**src/verilog/single_ended_path_defines.vh**
```
`ifndef SINGLE_ENDED_PATH_DEFINES_VH
`define SINGLE_ENDED_PATH_DEFINES_VH

// ==========================================================
// Register offsets
`define PATH_CONTROL_ADDR      8'h2d
`define DIVIDER_A_ADDR         8'h2e
`define DIVIDER_B_ADDR         8'h2f
`define SOFT_RESET_ADDR        8'h30
`define PATH_STATUS_ADDR       8'h31

// ==========================================================
// Field positions in the path control and soft reset registers
`define SECOND_PRESCALE_MSB    7
`define SECOND_PRESCALE_LSB    6
`define FIRST_PRESCALE_MSB     5
`define FIRST_PRESCALE_LSB     4
`define SECOND_PIN_SEL_MSB     3
`define SECOND_PIN_SEL_LSB     2
`define FIRST_PIN_SEL_MSB      1
`define FIRST_PIN_SEL_LSB      0
`define SOFT_RESET_BIT         0

// ==========================================================
// Reset values
`define PATH_CONTROL_RESET     8'ha
`define DIVIDER_A_RESET        8'h00
`define DIVIDER_B_RESET        8'h00

// ==========================================================
// Encodings
`define PRESCALE_OFF           2'h0
`define PRESCALE_BY_FOUR       2'h1
`define PRESCALE_BY_FIVE       2'h2
`define PIN_FROM_DIVIDER_A     2'h0
`define PIN_FROM_DIVIDER_B     2'h1
`define PIN_NORMAL_STATUS      2'h2
`define PIN_DISABLED           2'h3

// ==========================================================
// Divide ratios
`define RATIO_OFF              9'h000
`define RATIO_FOUR             9'h004
`define RATIO_FIVE             9'h005
`define RATIO_FLOOR            9'h006
`define SETTING_FLOOR          8'h06

`endif

```
**src/verilog/tick_divider.v**
```verilog
`timescale 1ns/1ps
`include "single_ended_path_defines.vh"

// Divides a stream of input ticks by ratio_i; ratio zero holds the output low.
module tick_divider #(
  parameter RATIO_WIDTH = 9
) (
  // Clock and reset
  input  wire                   clk_i,
  input  wire                   rst_i,
  // Control
  input  wire [RATIO_WIDTH-1:0] ratio_i,
  input  wire                   restart_i,
  // Tick stream
  input  wire                   tick_i,
  output reg                    tick_o,
  output reg                    clk_o
);

  reg  [RATIO_WIDTH-1:0] count_reg;
  reg  [RATIO_WIDTH-1:0] count_next;
  wire                   running;
  wire [RATIO_WIDTH-1:0] half;

  assign running = (ratio_i != {RATIO_WIDTH{1'b0}});
  assign half    = ratio_i >> 1;

  always @* begin
    count_next = count_reg;
    if (!running || restart_i) begin
      count_next = {RATIO_WIDTH{1'b0}};
    end else if (tick_i) begin
      if (count_reg >= ratio_i - 1'b1) begin
        count_next = {RATIO_WIDTH{1'b0}};
      end else begin
        count_next = count_reg + 1'b1;
      end
    end
  end

  // Output is a register so a disabled or restarted divider settles low without runt pulses
  always @(posedge clk_i or posedge rst_i) begin
    if (rst_i) begin
      count_reg <= {RATIO_WIDTH{1'b0}};
      clk_o     <= 1'b0;
      tick_o    <= 1'b0;
    end else begin
      count_reg <= count_next;
      clk_o     <= running && !restart_i && (count_next < half);
      tick_o    <= running && !restart_i && tick_i && (count_next == {RATIO_WIDTH{1'b0}});
    end
  end

endmodule

```
**src/verilog/single_ended_path.v**
```verilog
`timescale 1ns/1ps
`include "single_ended_path_defines.vh"

// Function
// - Each indicator pin can carry the divider A or divider B clock, as chosen by its selector.
// - The dividers are fed from the single-ended prescalers of the first and second synthesizers.
// - The second prescale field at bits 7:6 decodes off, by 4, by 5, reserved, and resets to off.
// - The first prescale field at bits 5:4 decodes off, by 4, by 5, reserved, and resets to off.
// - The second pin selector at bits 3:2 picks divider A, divider B, status, or disabled; reset 2.
// - The first pin selector at bits 1:0 picks divider A, divider B, status, or disabled; reset 2.
// - Divider A is an 8-bit divider clocked from the first synthesizer's prescaler.
// - Divider A setting 0 is off, settings 1 to 5 divide by 6, and setting N above 5 divides by N+1.
// - The divider A setting resets to zero so divider A starts disabled.
// - Divider B is an 8-bit divider clocked from the second synthesizer's prescaler.
module single_ended_path (
  // Clock and reset
  input  wire       CLOCK_I,
  input  wire       SYS_RST_I,
  // Register port
  input  wire [7:0] ADDR_I,
  input  wire [7:0] WDATA_I,
  input  wire       WR_I,
  input  wire       RD_I,
  output reg  [7:0] RDATA_O,
  // Synthesizer clocks, asynchronous to CLOCK_I
  input  wire       FIRST_SYNTH_CLK_I,
  input  wire       SECOND_SYNTH_CLK_I,
  // Normal status levels from logic on CLOCK_I
  input  wire       FIRST_STATUS_I,
  input  wire       SECOND_STATUS_I,
  // Indicator pins
  output reg        FIRST_INDICATOR_PIN_O,
  output reg        FIRST_INDICATOR_PIN_OE_O,
  output reg        SECOND_INDICATOR_PIN_O,
  output reg        SECOND_INDICATOR_PIN_OE_O
);

  // ==========================================================
  // Decoding helpers
  function [8:0] prescale_ratio;
    input [1:0] sel;
    begin
      case (sel)
        `PRESCALE_BY_FOUR: prescale_ratio = `RATIO_FOUR;
        `PRESCALE_BY_FIVE: prescale_ratio = `RATIO_FIVE;
        default:           prescale_ratio = `RATIO_OFF;
      endcase
    end
  endfunction

  function prescale_on;
    input [1:0] sel;
    begin
      prescale_on = (sel == `PRESCALE_BY_FOUR) || (sel == `PRESCALE_BY_FIVE);
    end
  endfunction

  function [8:0] divider_ratio;
    input [7:0] setting;
    begin
      if (setting == 8'h00) begin
        divider_ratio = `RATIO_OFF;
      end else if (setting < `SETTING_FLOOR) begin
        divider_ratio = `RATIO_FLOOR;
      end else begin
        divider_ratio = {1'b0, setting} + 9'h001;
      end
    end
  endfunction

  function [1:0] pin_drive;
    input [1:0] sel;
    input       clk_a;
    input       clk_b;
    input       status;
    begin
      case (sel)
        `PIN_FROM_DIVIDER_A: pin_drive = {clk_a, 1'b1};
        `PIN_FROM_DIVIDER_B: pin_drive = {clk_b, 1'b1};
        `PIN_NORMAL_STATUS:  pin_drive = {status, 1'b1};
        default:             pin_drive = 2'h0;
      endcase
    end
  endfunction

  // ==========================================================
  // Registers
  reg  [7:0] path_control_reg;
  reg  [7:0] divider_a_reg;
  reg  [7:0] divider_b_reg;
  reg        stall_a_reg;
  reg        stall_b_reg;
  reg        soft_reset_reg;
  reg  [7:0] rdata_next;
  wire       clk_a;
  wire       clk_b;

  wire       wr_control  = WR_I && (ADDR_I == `PATH_CONTROL_ADDR);
  wire       wr_div_a    = WR_I && (ADDR_I == `DIVIDER_A_ADDR);
  wire       wr_div_b    = WR_I && (ADDR_I == `DIVIDER_B_ADDR);
  wire       wr_soft_rst = WR_I && (ADDR_I == `SOFT_RESET_ADDR) && WDATA_I[`SOFT_RESET_BIT];

  always @(posedge CLOCK_I or posedge SYS_RST_I) begin
    if (SYS_RST_I) begin
      path_control_reg <= `PATH_CONTROL_RESET;
      divider_a_reg    <= `DIVIDER_A_RESET;
      divider_b_reg    <= `DIVIDER_B_RESET;
      stall_a_reg      <= 1'b0;
      stall_b_reg      <= 1'b0;
      soft_reset_reg   <= 1'b0;
    end else begin
      soft_reset_reg <= wr_soft_rst;
      if (wr_control) begin
        path_control_reg <= WDATA_I;
      end
      if (wr_div_a) begin
        divider_a_reg <= WDATA_I;
      end
      if (wr_div_b) begin
        divider_b_reg <= WDATA_I;
      end
      // A divider brought back from zero stays stopped until the channel soft reset
      if (wr_soft_rst) begin
        stall_a_reg <= 1'b0;
        stall_b_reg <= 1'b0;
      end else begin
        if (wr_div_a && WDATA_I == 8'h00) begin
          stall_a_reg <= 1'b1;
        end
        if (wr_div_b && WDATA_I == 8'h00) begin
          stall_b_reg <= 1'b1;
        end
      end
    end
  end

  // ==========================================================
  // Read port: data stand only in the cycle after the strobe
  always @* begin
    rdata_next = 8'h00;
    case (ADDR_I)
      `PATH_CONTROL_ADDR: rdata_next = path_control_reg;
      `DIVIDER_A_ADDR:    rdata_next = divider_a_reg;
      `DIVIDER_B_ADDR:    rdata_next = divider_b_reg;
      `PATH_STATUS_ADDR:  rdata_next = {4'h0, clk_b, clk_a, stall_b_reg, stall_a_reg};
      default:            rdata_next = 8'h00;
    endcase
  end

  always @(posedge CLOCK_I or posedge SYS_RST_I) begin
    if (SYS_RST_I) begin
      RDATA_O <= 8'h00;
    end else begin
      RDATA_O <= RD_I ? rdata_next : 8'h00;
    end
  end

  // ==========================================================
  // Synthesizer clock capture
  reg  [2:0] first_sync_reg;
  reg  [2:0] second_sync_reg;
  wire       first_edge  = first_sync_reg[1] && !first_sync_reg[2];
  wire       second_edge = second_sync_reg[1] && !second_sync_reg[2];

  // Limitation: synthesizer clocks must run below half of CLOCK_I to be counted
  always @(posedge CLOCK_I or posedge SYS_RST_I) begin
    if (SYS_RST_I) begin
      first_sync_reg  <= 3'h0;
      second_sync_reg <= 3'h0;
    end else begin
      first_sync_reg  <= {first_sync_reg[1:0], FIRST_SYNTH_CLK_I};
      second_sync_reg <= {second_sync_reg[1:0], SECOND_SYNTH_CLK_I};
    end
  end

  // ==========================================================
  // Prescalers and dividers
  wire       pre_a_tick;
  wire       pre_b_tick;
  wire [1:0] first_prescale_sel  = path_control_reg[`FIRST_PRESCALE_MSB:`FIRST_PRESCALE_LSB];
  wire [1:0] second_prescale_sel = path_control_reg[`SECOND_PRESCALE_MSB:`SECOND_PRESCALE_LSB];
  // A divider without prescaler ticks is stopped too, so its clock settles low instead of freezing high
  wire       stop_a  = stall_a_reg || !prescale_on(first_prescale_sel);
  wire       stop_b  = stall_b_reg || !prescale_on(second_prescale_sel);
  wire [8:0] ratio_a = stop_a ? `RATIO_OFF : divider_ratio(divider_a_reg);
  wire [8:0] ratio_b = stop_b ? `RATIO_OFF : divider_ratio(divider_b_reg);

  tick_divider #(.RATIO_WIDTH(9)) first_prescaler (
    .clk_i     (CLOCK_I),
    .rst_i     (SYS_RST_I),
    .ratio_i   (prescale_ratio(path_control_reg[`FIRST_PRESCALE_MSB:`FIRST_PRESCALE_LSB])),
    .restart_i (soft_reset_reg),
    .tick_i    (first_edge),
    .tick_o    (pre_a_tick),
    .clk_o     ()
  );

  tick_divider #(.RATIO_WIDTH(9)) second_prescaler (
    .clk_i     (CLOCK_I),
    .rst_i     (SYS_RST_I),
    .ratio_i   (prescale_ratio(path_control_reg[`SECOND_PRESCALE_MSB:`SECOND_PRESCALE_LSB])),
    .restart_i (soft_reset_reg),
    .tick_i    (second_edge),
    .tick_o    (pre_b_tick),
    .clk_o     ()
  );

  tick_divider #(.RATIO_WIDTH(9)) divider_a (
    .clk_i     (CLOCK_I),
    .rst_i     (SYS_RST_I),
    .ratio_i   (ratio_a),
    .restart_i (soft_reset_reg),
    .tick_i    (pre_a_tick),
    .tick_o    (),
    .clk_o     (clk_a)
  );

  tick_divider #(.RATIO_WIDTH(9)) divider_b (
    .clk_i     (CLOCK_I),
    .rst_i     (SYS_RST_I),
    .ratio_i   (ratio_b),
    .restart_i (soft_reset_reg),
    .tick_i    (pre_b_tick),
    .tick_o    (),
    .clk_o     (clk_b)
  );

  // ==========================================================
  // Indicator pin routing
  wire [1:0] first_drive  = pin_drive(path_control_reg[`FIRST_PIN_SEL_MSB:`FIRST_PIN_SEL_LSB],
                                      clk_a, clk_b, FIRST_STATUS_I);
  wire [1:0] second_drive = pin_drive(path_control_reg[`SECOND_PIN_SEL_MSB:`SECOND_PIN_SEL_LSB],
                                      clk_a, clk_b, SECOND_STATUS_I);

  always @(posedge CLOCK_I or posedge SYS_RST_I) begin
    if (SYS_RST_I) begin
      FIRST_INDICATOR_PIN_O     <= 1'b0;
      FIRST_INDICATOR_PIN_OE_O  <= 1'b0;
      SECOND_INDICATOR_PIN_O    <= 1'b0;
      SECOND_INDICATOR_PIN_OE_O <= 1'b0;
    end else begin
      FIRST_INDICATOR_PIN_O     <= first_drive[1];
      FIRST_INDICATOR_PIN_OE_O  <= first_drive[0];
      SECOND_INDICATOR_PIN_O    <= second_drive[1];
      SECOND_INDICATOR_PIN_OE_O <= second_drive[0];
    end
  end

endmodule

```
**config.mk**
```make
export PLATFORM = sky130hd
export DESIGN_NAME = single_ended_path
export DESIGN_NICKNAME = d
export VERILOG_FILES = /design/src/verilog/tick_divider.v /design/src/verilog/single_ended_path.v
export VERILOG_INCLUDE_DIRS = /design/src /design/src/verilog
export SDC_FILE = /design/constraint.sdc
export NUM_CORES = 1
export LEC_CHECK = 0
export ABC_CLOCK_PERIOD_IN_PS = 6800
export BUFFER_PORTS_ARGS = -buffer_cell sky130_fd_sc_hd__buf_2
export CAP_MARGIN = 10
export CORE_AREA = 2 2 115 117
export CTS_CLUSTER_DIAMETER = 80
export CTS_CLUSTER_SIZE = 14
export DETAILED_ROUTE_END_ITERATION = 7
export DIE_AREA = 0 0 117 119
export HOLD_SLACK_MARGIN = 0.05
export SLEW_MARGIN = 20
export SYNTH_ARGS = -nofsm -noshare
export SYNTH_HDL_FRONTEND = slang
export SYNTH_SLANG_ARGS = --single-unit
```
**constraint.sdc**
```tcl
create_clock -name CLOCK_I -period 6.8 [get_ports CLOCK_I]
set_clock_uncertainty 0.1 [all_clocks]
set_input_delay 0.68 -clock CLOCK_I [delete_from_list [all_inputs] [get_ports CLOCK_I]]
set_output_delay 0.68 -clock CLOCK_I [all_outputs]
set_load 0.03 [all_outputs]
```
Word level (Yosys, flattened, before mapping). Cells that the tools add are included.

Add/subtract/negate cells: 10. $lt $le $gt $ge: 8. Equal/unequal tests: 13. Muxes and demuxes: 28. Reductions and logical operators: 49.

Operators by type and width (number): two-way mux 9 bit (18); equality test 8 x 6 -> 1 bit (second input constant) (5); adder 9 x 1 -> 9 bit (second input constant) (4); >= comparator 9 bit (4); nonzero test 9 bit (4); case mux 8 bit (4 select lines) (1); logical NOT 8 bit (3); logical AND 1 bit (19); adder 8 x 1 -> 9 bit (second input constant) (2); logical NOT 9 bit (2); < comparator 9 x 8 -> 1 bit (2); subtractor 9 x 1 -> 9 bit (second input constant) (2); < comparator 8 x 3 -> 1 bit (second input constant) (2); case mux 2 bit (3 select lines) (2); case mux 3 bit (2 select lines) (2); logical NOT 1 bit (9); equality test 2 x 1 -> 1 bit (second input constant) (4); equality test 2 bit (second input constant) (4); logical OR 1 bit (8); two-way mux 8 bit (1); subtractor 3 x 1 -> 4 bit (second input constant) (2); logical NOT 2 bit (2); two-way mux 1 bit (4); nonzero test 2 bit (2).

Flip-flop bits (word level): 85. Input port bits: 24. Output and inout bits: 12. Word-level logic and storage cells: 129.

Longest topological paths before layout. Gate-level depths: netlist of run 1.

Depth after elaboration: 12. Gate-level depth with buffers: 23. Mapped depth without buffers: 23.

Hierarchy. A second synthesis of run 1 with hierarchy kept.

Cells, all modules: 782. Area total of the unflattened synthesis: 7119.3 um2.

Modules (own cells, without submodules): single_ended_path (times used 1, cells each 231, area each 2432.3 um2); tick_divider at divider_a (times used 1, cells each 141, area each 1197.4 um2); tick_divider at second_prescaler (times used 1, cells each 135, area each 1189.9 um2); tick_divider at divider_b (times used 1, cells each 142, area each 1179.9 um2); tick_divider at first_prescaler (times used 1, cells each 133, area each 1119.8 um2).

Worst setup path before layout of run 1. OpenSTA, ideal clock, no wires.

Path type: reg2reg. Start point: register divider_a_reg[6]. End point: register divider_a.clk_o. Arrival: 4665 ps. Required time: 6613 ps. Path slack: 1948 ps. Cell stages (with the launch flop): 21. Clock period less this slack: 4852 ps. Cell sequence: dfrtp_1 -> buf_6 -> or4_4 -> o41a_1 -> o311ai_4 -> nand4_1 -> nor2_1 -> xor2_1 -> ha_1 -> a211oi_1 -> o211ai_1 -> a41o_1 -> nand2_1 -> nor2_1 -> nor3_1 -> ha_1 -> a21o_1 -> a21oi_1 -> or4b_1 -> a211o_1 -> a211oi_2.

Word-level cells in the longest chain between the ends: 11. Elaborated cells on any way between the ends: 17. Those cells by class: add/sub: 2; order compare: 3; mux: 6; reduce/logical: 6.

RTL lines: start, declared (line single_ended_path.v:89) `reg [7:0] divider_a_reg;`; start signal, assigned (line single_ended_path.v:106) `` divider_a_reg <= `DIVIDER_A_RESET; ``; adder 8 x 1 -> 9 bit / < comparator 8 x 3 -> 1 bit (equally long branches); two-way mux 9 bit (line single_ended_path.v:63) `` end else if (setting < `SETTING_FLOOR) begin ``; two-way mux 9 bit (*) (line single_ended_path.v:61) `if (setting == 8'h00) begin`; two-way mux 9 bit (*) (line single_ended_path.v:185) `` wire [8:0] ratio_a = stop_a ? `RATIO_OFF : divider_ratio(divider_a_reg); ``; subtractor 9 x 1 -> 9 bit (line tick_divider.v:33) `if (count_reg >= ratio_i - 1'b1) begin`; >= comparator 9 bit (line tick_divider.v:33); two-way mux 9 bit (line tick_divider.v:33); two-way mux 9 bit (line tick_divider.v:32) `end else if (tick_i) begin`; two-way mux 9 bit (*) (line tick_divider.v:30) `if (!running || restart_i) begin`; via divider_a.count_next[6] (line tick_divider.v:21) `reg [RATIO_WIDTH-1:0] count_next;`; < comparator 9 x 8 -> 1 bit (*) (line tick_divider.v:49) `clk_o <= running && !restart_i && (count_next < half);`; logical AND 1 bit (*) (line tick_divider.v:49); end signal, assigned (line tick_divider.v:49); end, declared (line tick_divider.v:17) `output reg clk_o`.

Mark *: on every way through the listed nets, which the timed path passes. The rest lies on a longest branch. A chain may end at the register's enable or synchronous reset.

Worst setup path in the final report of run 1. Same ends and word-level chain as after synthesis.

==> impl_metrics.yaml, run 1 <==
hold_path:
  hp-class: "flop to flop"
floorplan:
  die_x_um: 117
  die_area_um2: 13900
  ios: 36
  start_util_pct: 46.0
  die_h_um: 119
  fp-row-count: 42
  core_area_um2: 12900
synthesis:
  synth_async_sr_flop_share_pct: 100
  synth_area_leaders: "dfrtp_1 35%, ha_1 14%, mux2_2 4.4%"
  synth_flop_cell: "dfrtp_1"
  synth_fp_nets: 714
  synth_fa_ha_area_share_pct: 14.0
  synth_mux_area_share_pct: 5.77
  netlist_instances: 624
  synth_top_area_cell: "dfrtp_1"
  synth-compound-area-share_pct: 14.4
  yosysTopAreaCellShare_pct: 35.1
  yosysWarnings: 0
  synth_enable_flop_cells: 0
  syn_area_per_cell_um2: 9.49
  synth_top_family_by_area: "simple AND/OR/NAND/NOR gates"
  yosysSeqAreaShare_pct: 36.0
  syn_area_um2: 5920
  ys_types: 64
  ys_ff_latch: 85
  synthXorXnorAreaFrac_pct: 8.14
  synthSimpleGateAreaFrac_pct: 18.7
worst_setup_path:
  crit_fanout: 8
  crit_arrival_ps: 5520
  cp-end-kind: "flop"
  crit_buf_inv: 0
  start_kind: "flop"
  cp.required_ps: 6950
  path_cells: "or4_4, o21ai_1, nand2b_1, ha_1, o311ai_1, xnor2_1, ha_1, o21a_1, o21ai_0, nand2b_1, nand2_1, nor2_1, nor3_1, ha_1, a21o_1, a21oi_1, or4b_1, a211o_1, a211oi_2"
  cpMostUsedCell: "ha_1"
  cpLargestDelayFamily: "simple AND/OR/NAND/NOR gates"
  crit_type: "flop to flop"
  crit_slowest_cell: "or4_4"
  critPathMaxStageDelay_ps: 620
  r2r_setup_slack_ps: 1430
cells_and_area:
  n_fill_cell: 1158
  syn_to_final_growth_pct: 10.5
  fin_util_pct: 50.8
  num_antenna_cells: 0
  nets: 741
  drive_above_1_share_pct: 14.5
timing:
  layout_min_cycle_time_ps: 5370
  hold_viol_final: 0
  finalMaxSlewViolations: 0
  max_freq_mhz: 186
  max-slew-margin-rel_pct: 46.7
  worst_slew_pin_slew_ps: 800
  rsz0062_at_grt: "false"
  setup_viol: 0
  fin_crit_sh_pct: 79.0
  timing.setup.tns_ps: 0
  fin_ws_ps: 1430
  worst_hold_slack_ps: 250
routing:
  wl_per_cell_um: 15.6
  drc: 0
  ant_nets: 0
  vias: 4678
  first_pass_iters: 6
  drt_wl_total_mm: 13.0
  drt_iter0_markers: 275
  vias_per_cell: 5.62
placed_design:
  post-place-ws_ps: 1440
  port_buffers: 35
  gp_congestion: 0.895
  place_hpwl_mm: 9.94
clock_tree:
  cts_resized: 0
  post_cts_buffers: 0
  cts_made_buffers: 9
  cts_num_sinks: 85
  clk_path_buf_depth: 2
  cts_tree: "done"
  postCtsHoldBufs: 0
  insertion_delay_ps: 340
  clk_pin_slew_ps: 60
  root_buffer: "clkbuf_16"
  htreeDepth: 3
power_and_ir_drop:
  ir_drop_mv: 0.0974
  p_leak_nw: 2.99
  powerDensity_nw_per_um2: 180
grt:
  grt_start_max_net_pins: 86
  grt_pass1_wl_mm: 22.0
  grt_pass1_vias: 4480
  antenna_found_initial: 0
  track_usage_pct: 19.7
  gr-total-overflow: 0
job:
  maxCapViolations: 0
status:
  status: "complete, no violations"
Yosys cell counts (5+ instances only):
cell type / count
a21o_1: 10
a21oi_1: 22
a22oi_1: 5
a31oi_1: 5
clkbuf_1: 17
dfrtp_1: 83
ha_1: 66
inv_1: 25
mux2_2: 23
mux2i_1: 6
nand2_1: 53
nand2b_1: 9
nand3_1: 27
nand4_1: 15
nor2_1: 62
nor2b_1: 6
nor3_1: 15
o21a_1: 8
o21ai_0: 23
o21ai_1: 5
xnor2_1: 26
xor2_1: 29
layout make-up:
cell class	instances	area, um^2	share of cell area (%)
clock buffer	12	256	3.92
clock inverter	4	47.5	0.727
inverter	25	95.1	1.45
multi-input combinational	494	3600	55.1
sequential	85	2130	32.6
tap	176	220	3.37
timing repair buffer	36	186	2.85
cell families after synthesis:
logic type | count (synthesis)
AO/OA/AOI/OAI | 118
XOR/XNOR | 55
adder cells (fa/ha/maj) | 66
buffers and inverters | 45
flip-flops | 85
multiplexers | 31
AND/OR/NAND/NOR | 224
routing by layer:
layer	part of all wire, %	routed length, um	global-route usage (%)
met1	50	6470	29.8
met2	43	5580	28.4
met3	5.1	660	3.82
met4	1.9	244	6.18
met5	0	0	0
placed cells by master (no fill, tap or decap), types with 3 or more instances in the layout:
cell,count
o21ai_0,23
clkinv_2,3
nor2_1,62
nand4_1,15
or4_1,4
inv_1,24
a221oi_1,3
buf_2,35
xnor2_1,26
nor3_1,15
nand3_1,27
and4_1,4
nand2b_1,9
a21oi_1,22
a22oi_1,5
mux2i_1,6
o21ai_1,5
nor2b_1,6
a31oi_1,5
xor2_1,29
and3_1,3
dfrtp_1,83
and2_1,4
o21a_1,8
or3_1,4
nand2_1,53
clkbuf_16,9
ha_1,66
a211oi_1,4
nor4_1,3
a222oi_1,4
a211o_1,3
a21o_1,10
o211ai_1,4
mux2_2,23
or2_2,3
final timing paths:
path	from	endpoint	cells past startpoint
worst max-delay path	divider_a_reg[6]	divider_a.clk_o	19
worst min-delay path	first_sync_reg[0]	first_sync_reg[1]	0
worst max register to register	divider_a_reg[6]	divider_a.clk_o	19
worst min register to register	first_sync_reg[0]	first_sync_reg[1]	0
max in group asynchronous	SYS_RST_I	divider_b.count_reg[1]	3
min in group asynchronous	SYS_RST_I	RDATA_O[6]	3
power by group:
part | switching (mW) | internal, mW | total, mW | leakage (nW)
combinational | 0.0870 | 0.0556 | 0.143 | 1.69
clock | 0.196 | 0.303 | 0.500 | 0.149
sequential | 0.0163 | 0.517 | 0.533 | 1.15
metrics by stage:
| step | power, mW | instances | instance area, um^2 |
|---|---|---|---|
| finish | 1.18 | 832 | 6540 |
| global route | 1.23 | 832 | 6540 |
| CTS | 1.19 | 832 | 6540 |
| detailed placement | 0.685 | 816 | 6230 |
| global placement | 0.679 | 816 | 6230 |
| floorplan | 0.647 | 624 | 5920 |
(Power assumes the default switching activity.)
==> run 2, diff against run 1 <==
--- a/config.mk
+++ b/config.mk
@@ -6,15 +6,17 @@
 export SDC_FILE = /design/constraint.sdc
 export NUM_CORES = 1
 export LEC_CHECK = 0
-export ABC_CLOCK_PERIOD_IN_PS = 6800
+export ABC_AREA = 1
+export ABC_CLOCK_PERIOD_IN_PS = 4500
 export BUFFER_PORTS_ARGS = -buffer_cell sky130_fd_sc_hd__buf_2
 export CAP_MARGIN = 10
-export CORE_AREA = 2 2 115 117
+export CORE_AREA = 2 2 117 119
 export CTS_CLUSTER_DIAMETER = 80
 export CTS_CLUSTER_SIZE = 14
 export DETAILED_ROUTE_END_ITERATION = 7
-export DIE_AREA = 0 0 117 119
+export DIE_AREA = 0 0 119 121
 export HOLD_SLACK_MARGIN = 0.05
+export PLACE_DENSITY = 0.67
 export SLEW_MARGIN = 20
 export SYNTH_ARGS = -nofsm -noshare
 export SYNTH_HDL_FRONTEND = slang
==> constraint.sdc (replaced) <==
create_clock -name CLOCK_I -period 4.5 [get_ports CLOCK_I]
set_clock_uncertainty 0.1 [all_clocks]
set_input_delay 0.45 -clock CLOCK_I [delete_from_list [all_inputs] [get_ports CLOCK_I]]
set_output_delay 0.45 -clock CLOCK_I [all_outputs]
set_load 0.03 [all_outputs]
==> impl_metrics.yaml, run 2 <==
status:
  status: "complete, no violations"
cells_and_area:
  drive_above_1_share_pct: 16.6
  syn_to_final_growth_pct: 12.8
  nets: 949
  layout_common_cells: "173 x nand2_1, 110 x inv_1, 89 x nor2_1"
  layout_commonest_cell: "nand2_1"
  final_area_um2: 7020
  n_fill_cell: 1238
  num_antenna_cells: 0
timing:
  timing.setup.tns_ps: 0
  worst_slew_pin_slew_ps: 916
  max-slew-margin-rel_pct: 39.0
  rsz0062_at_grt: "false"
  layout_min_cycle_time_ps: 4090
  hold_viol_final: 0
  max_freq_mhz: 245
  worst_hold_slack_ps: 104
  fin_crit_sh_pct: 90.9
  finalMaxSlewViolations: 0
  fin_ws_ps: 410
  setup_viol: 0
floorplan:
  die_x_um: 119
  ios: 36
  start_util_pct: 47.5
  core_area_um2: 13100
  fp-row-count: 42
  die_h_um: 121
  die_area_um2: 14400
clock_tree:
  clk_path_buf_depth: 2
  root_buffer: "clkbuf_16"
  clk_pin_slew_ps: 70
  cts_tree: "done"
  postCtsHoldBufs: 0
  htreeDepth: 3
  cts_num_sinks: 85
  insertion_delay_ps: 350
  cts_made_buffers: 9
synthesis:
  yosysWarnings: 0
  yosysTopAreaCellShare_pct: 33.4
  syn_area_um2: 6220
  synth_area_leaders: "dfrtp_1 33%, ha_1 13%, nand2_1 10%"
  ys_ff_latch: 85
  synth_top_area_cell: "dfrtp_1"
  synth_async_sr_flop_share_pct: 100
  synth_flop_cell: "dfrtp_1"
  synth_fp_nets: 901
  synth_enable_flop_cells: 0
  yosysMostFrequentCell: "nand2_1"
  yosysSeqAreaShare_pct: 34.2
  syn_area_per_cell_um2: 7.67
  ys_types: 45
  synth_common_cells: "174 x nand2_1, 115 x inv_1, 91 x nor2_1"
  netlist_instances: 811
routing:
  drt_wl_total_mm: 14.4
  first_pass_iters: 5
  vias_per_cell: 5.08
  ant_nets: 0
  wl_per_cell_um: 13.9
  drc: 0
  drt_iter0_markers: 309
  vias: 5281
placed_design:
  port_buffers: 35
  place_hpwl_mm: 11.4
  post-place-ws_ps: 185
  place_area_um2: 6610
  gp_congestion: 0.894
worst_setup_path:
  cp-end-kind: "flop"
  cpMostUsedCell: "nand2_1"
  crit_fanout: 6
  critPathMaxStageDelay_ps: 470
  crit_type: "flop to flop"
  critPathLaunch: "divider_a_reg[0]"
  crit_arrival_ps: 4270
  path_cells: "inv_1, ha_1, o21ai_2, ha_1, nand3_2, nor3_2, xor2_1, inv_1, ha_1, nand2_1, inv_1, nand2_1, nand2_1, a21oi_1, nand3_1, nand2_1, nand2_2, nor2_1, ha_1, a21oi_1, nor2_1, a211oi_1, nand2_1, a21oi_2"
  start_kind: "flop"
  crit_slowest_cell: "dfrtp_1"
  cp.required_ps: 4680
  rr_startpoint: "divider_a_reg[0]"
hold_path:
  hp-class: "input pin to flop"
  worstHoldStart: "SECOND_SYNTH_CLK_I"
grt:
  antenna_found_initial: 0
  grt_pass1_wl_mm: 24.6
  track_usage_pct: 21.5
  gr-total-overflow: 0
  grt_pass1_vias: 5157
  grt_start_max_net_pins: 53
power_and_ir_drop:
  ir_drop_mv: 0.165
  power_mw: 1.78
  powerDensity_nw_per_um2: 253
  p_leak_nw: 3.64
job:
  maxCapViolations: 0
run 2: changes by cell type in the layout (fill, tap and decap cells not counted), moves of 10 or more:
cell / before / now
inv_1: 24 / 110
nand3_1: 27 / 37
mux2_2: 23 / 0
xnor2_1: 26 / 10
nand2_1: 53 / 173
inv_2: 0 / 13
nor2_2: 1 / 11
nor2_1: 62 / 89
nand2_2: 0 / 13
xor2_1: 29 / 16
nand3_2: 0 / 15
run 2: cell type report:
type	instances	area (um^2)	area share [%]
sequential	85	2130	30.4
multi-input combinational	596	3670	52.4
timing repair buffer	41	220	3.14
clock inverter	6	68.8	0.980
tap	176	220	3.14
clock buffer	10	229	3.26
inverter	126	474	6.76
run 2: cells by family (layout without fill, tap and decap cells):
group	count (synthesis)	in the layout	share of synthesized area [%]
buf+inv	130	183	8.07
xor+xnor	26	26	3.66
compound gates	103	103	9.61
simple gates	401	401	31.2
fa+ha+maj	66	66	13.3
flops	85	85	34.2
run 2: repair_timing:
action	4_1_cts	5_1_grt
setup endpoints to repair	0	2
setup buffers	0	3
gates resized for setup	0	22
run 2: metrics by stage:
step / cells / util [%]
2_1_floorplan: 811 / -
3_3_place_gp: 1021 / 50.5
3_5_place_dp: 1021 / 50.5
4_1_cts: 1037 / 52.8
5_1_grt: 1040 / 53.6
6_report: 1040 / 53.6
run 2: worst paths after layout:
check	depth (start not counted)	endpoint	slack, ps
setup reg to reg	24	divider_a.clk_o	410
max in group asynchronous	3	second_prescaler.count_reg[7]	3160
min in group asynchronous	2	divider_b_reg[0]	160
hold reg to reg	0	second_sync_reg[1]	250
hold / removal	1	second_sync_reg[0]	100
setup / recovery	24	divider_a.clk_o	410
run 2: power breakdown:
part / internal (mW) / total [mW] / switching (mW)
clock: 0.435 / 0.760 / 0.325
sequential: 0.786 / 0.813 / 0.0275
combinational: 0.0672 / 0.202 / 0.135
total: 1.29 / 1.78 / 0.487
run 2: layer usage:
layer	vias to the layer above	GRT usage [%]	share of wire [%]
met5	-	0	0
met4	0	6.62	1.3
met3	20	3.76	4.4
met2	121	34.8	46
met1	2392	29.4	48
li1	2748	-	-
run 2: worst max-delay path, delay by kind of cell, from the launching register on:
kind                       cells  cell delay (ps)
and+or+nand+nor               11             1110
adders and majority gates      4             1140
xor gates and xnor gates       1              190
DFF                            1              470
AOI/OAI and AO/OA              5              800
buffers and inverters          3              200
==> run 3, diff against run 2 <==
--- a/config.mk
+++ b/config.mk
@@ -10,13 +10,15 @@
 export ABC_CLOCK_PERIOD_IN_PS = 4500
 export BUFFER_PORTS_ARGS = -buffer_cell sky130_fd_sc_hd__buf_2
 export CAP_MARGIN = 10
-export CORE_AREA = 2 2 117 119
+export CELL_PAD_IN_SITES_DETAIL_PLACEMENT = 1
+export CELL_PAD_IN_SITES_GLOBAL_PLACEMENT = 1
+export CORE_AREA = 2 2 125 127
 export CTS_CLUSTER_DIAMETER = 80
 export CTS_CLUSTER_SIZE = 14
 export DETAILED_ROUTE_END_ITERATION = 7
-export DIE_AREA = 0 0 119 121
+export DIE_AREA = 0 0 127 129
 export HOLD_SLACK_MARGIN = 0.05
-export PLACE_DENSITY = 0.67
+export PLACE_DENSITY_LB_ADDON = 0.1
 export SLEW_MARGIN = 20
 export SYNTH_ARGS = -nofsm -noshare
 export SYNTH_HDL_FRONTEND = slang
==> constraint.sdc (replaced) <==
create_clock -name CLOCK_I -period 4.5 [get_ports CLOCK_I]
set_clock_uncertainty 0.1 [all_clocks]
set_input_delay 0 -clock CLOCK_I [delete_from_list [all_inputs] [get_ports CLOCK_I]]
set_output_delay 0 -clock CLOCK_I [all_outputs]
set_load 0.03 [all_outputs]
==> impl_metrics.yaml, run 3 (synthesis gave the netlist of run 2 again) <==
placed_design:
  place_inst: 1032
  post-place-ws_ps: 57.2
  place_hpwl_mm: 14.6
  gp_congestion: 0.876
  port_buffers: 35
routing:
  first_pass_iters: 4
  vias: 5625
  wl_per_cell_um: 17.1
  drc: 0
  vias_per_cell: 5.23
  drt_wl_total_mm: 18.4
  ant_nets: 0
  drt_iter0_markers: 187
timing:
  fin_crit_sh_pct: 94.0
  max_freq_mhz: 236
  fin_ws_ps: 272
  finalMaxSlewViolations: 0
  worst_slew_pin_slew_ps: 912
  setup_viol: 0
  max-slew-margin-rel_pct: 39.2
  hold_viol_final: 0
  timing.setup.tns_ps: 0
  layout_min_cycle_time_ps: 4230
clock_tree:
  htreeDepth: 3
  root_buffer: "clkbuf_16"
  clk_pin_slew_ps: 70
  cts_tree: "done"
  cts_made_buffers: 9
  insertion_delay_ps: 350
  clk_path_buf_depth: 2
  cts_num_sinks: 85
grt:
  grt_pass1_vias: 6198
  track_usage_pct: 24.0
  antenna_found_initial: 0
  gr-total-overflow: 0
  grt_pass1_wl_mm: 31.1
  grt_start_max_net_pins: 50
cells_and_area:
  drive_above_1_share_pct: 17.6
  layout_common_cells: "172 x nand2_1, 108 x inv_1, 84 x nor2_1"
  num_antenna_cells: 0
  nets: 972
  n_fill_cell: 1885
  syn_to_final_growth_pct: 17.6
  stdcell_count: 1075
  layout_commonest_cell: "nand2_1"
floorplan:
  start_util_pct: 41.5
  die_area_um2: 16400
  die_x_um: 127
  fp-row-count: 45
  core_area_um2: 15000
  die_h_um: 129
  ios: 36
job:
  maxCapViolations: 0
hold_path:
  hp-class: "input pin to flop"
worst_setup_path:
  crit_fanout: 6
  r2r_setup_slack_ps: 270
  crit_arrival_ps: 4400
  cp-end-kind: "flop"
  start_kind: "flop"
  cp.required_ps: 4680
  crit_type: "flop to flop"
power_and_ir_drop:
  p_leak_nw: 3.75
  ir_drop_mv: 0.167
  powerDensity_nw_per_um2: 256
status:
  status: "complete, no violations"
==> run 3: metal layers <==
layer	vias to the layer above	track usage [%]	wire, um
met5	-	0	0
met3	30	3.28	478
met1	2743	28.6	7830
met4	0	7.82	442
met2	67	44.8	9680
li1	2785	-	-
==> run 3: cell type report <==
class / instances / area, um^2 / area share, %
multi-input cells: 596 / 3700 / 50.6
flip-flops and latches: 85 / 2130 / 29.1
inverters: 126 / 474 / 6.48
repair buffers: 64 / 448 / 6.12
well taps: 188 / 235 / 3.21
clock buffers: 9 / 225 / 3.08
clock inverters: 7 / 98.8 / 1.35
==> run 3: power by group <==
part	internal [mW]	leakage [nW]	switching [mW]
sequential	0.785	1.07	0.0282
combinational	0.0801	2.53	0.148
clock	0.489	0.144	0.341
total	1.35	3.75	0.517
==> run 3: final timing paths <==
| path | cells after the start | end | from |
|---|---|---|---|
| worst max-delay path | 26 | divider_a.clk_o | path_control_reg[4] |
| worst min-delay path | 2 | second_sync_reg[0] | SECOND_SYNTH_CLK_I |
| worst max register to register | 26 | divider_a.clk_o | path_control_reg[4] |
| worst min register to register | 0 | second_sync_reg[1] | second_sync_reg[0] |
| max in group asynchronous | 4 | first_prescaler.count_reg[0] | SYS_RST_I |
| min in group asynchronous | 3 | second_sync_reg[1] | SYS_RST_I |
==> run 3: repair_timing <==
item                                   CTS  global route
setup buffers                            0             5
setup endpoints to repair                0             2
resized for setup                        0            34
endpoints found under the hold margin   81             0
hold buffers                            22             0
==> run 3: metrics by stage <==
stage | hold slack (ps) | total power [mW] | utilization [%] | area [um^2]
2_1_floorplan | -68.6 | 0.964 | - | 6220
3_3_place_gp | 10.5 | 1.03 | 44.2 | 6620
3_5_place_dp | 11.3 | 1.04 | 44.2 | 6620
4_1_cts | 182 | 1.88 | 47.8 | 7160
5_1_grt | 216 | 1.95 | 48.9 | 7320
6_report | 212 | 1.87 | 48.9 | 7320
==> run 3: worst max-delay path: stages (launching register included) <==
cell and delay, ps:
dfrtp_1 400, inv_1 90, ha_2 310, nor2_4 190, inv_1 80, nor2_2 160, o21ai_2 100, ha_2 210
nand3_2 120, nor3_4 50, xor2_1 180, inv_1 70, ha_1 320, nand2_1 120, inv_1 50, nand2_1 60
nand2_1 70, a21oi_2 130, nand3_1 100, nand2_1 140, nand2_4 100, nor2_1 170, ha_1 280, a21o_1 170
a21oi_1 120, nand3_1 120, a21oi_2 130
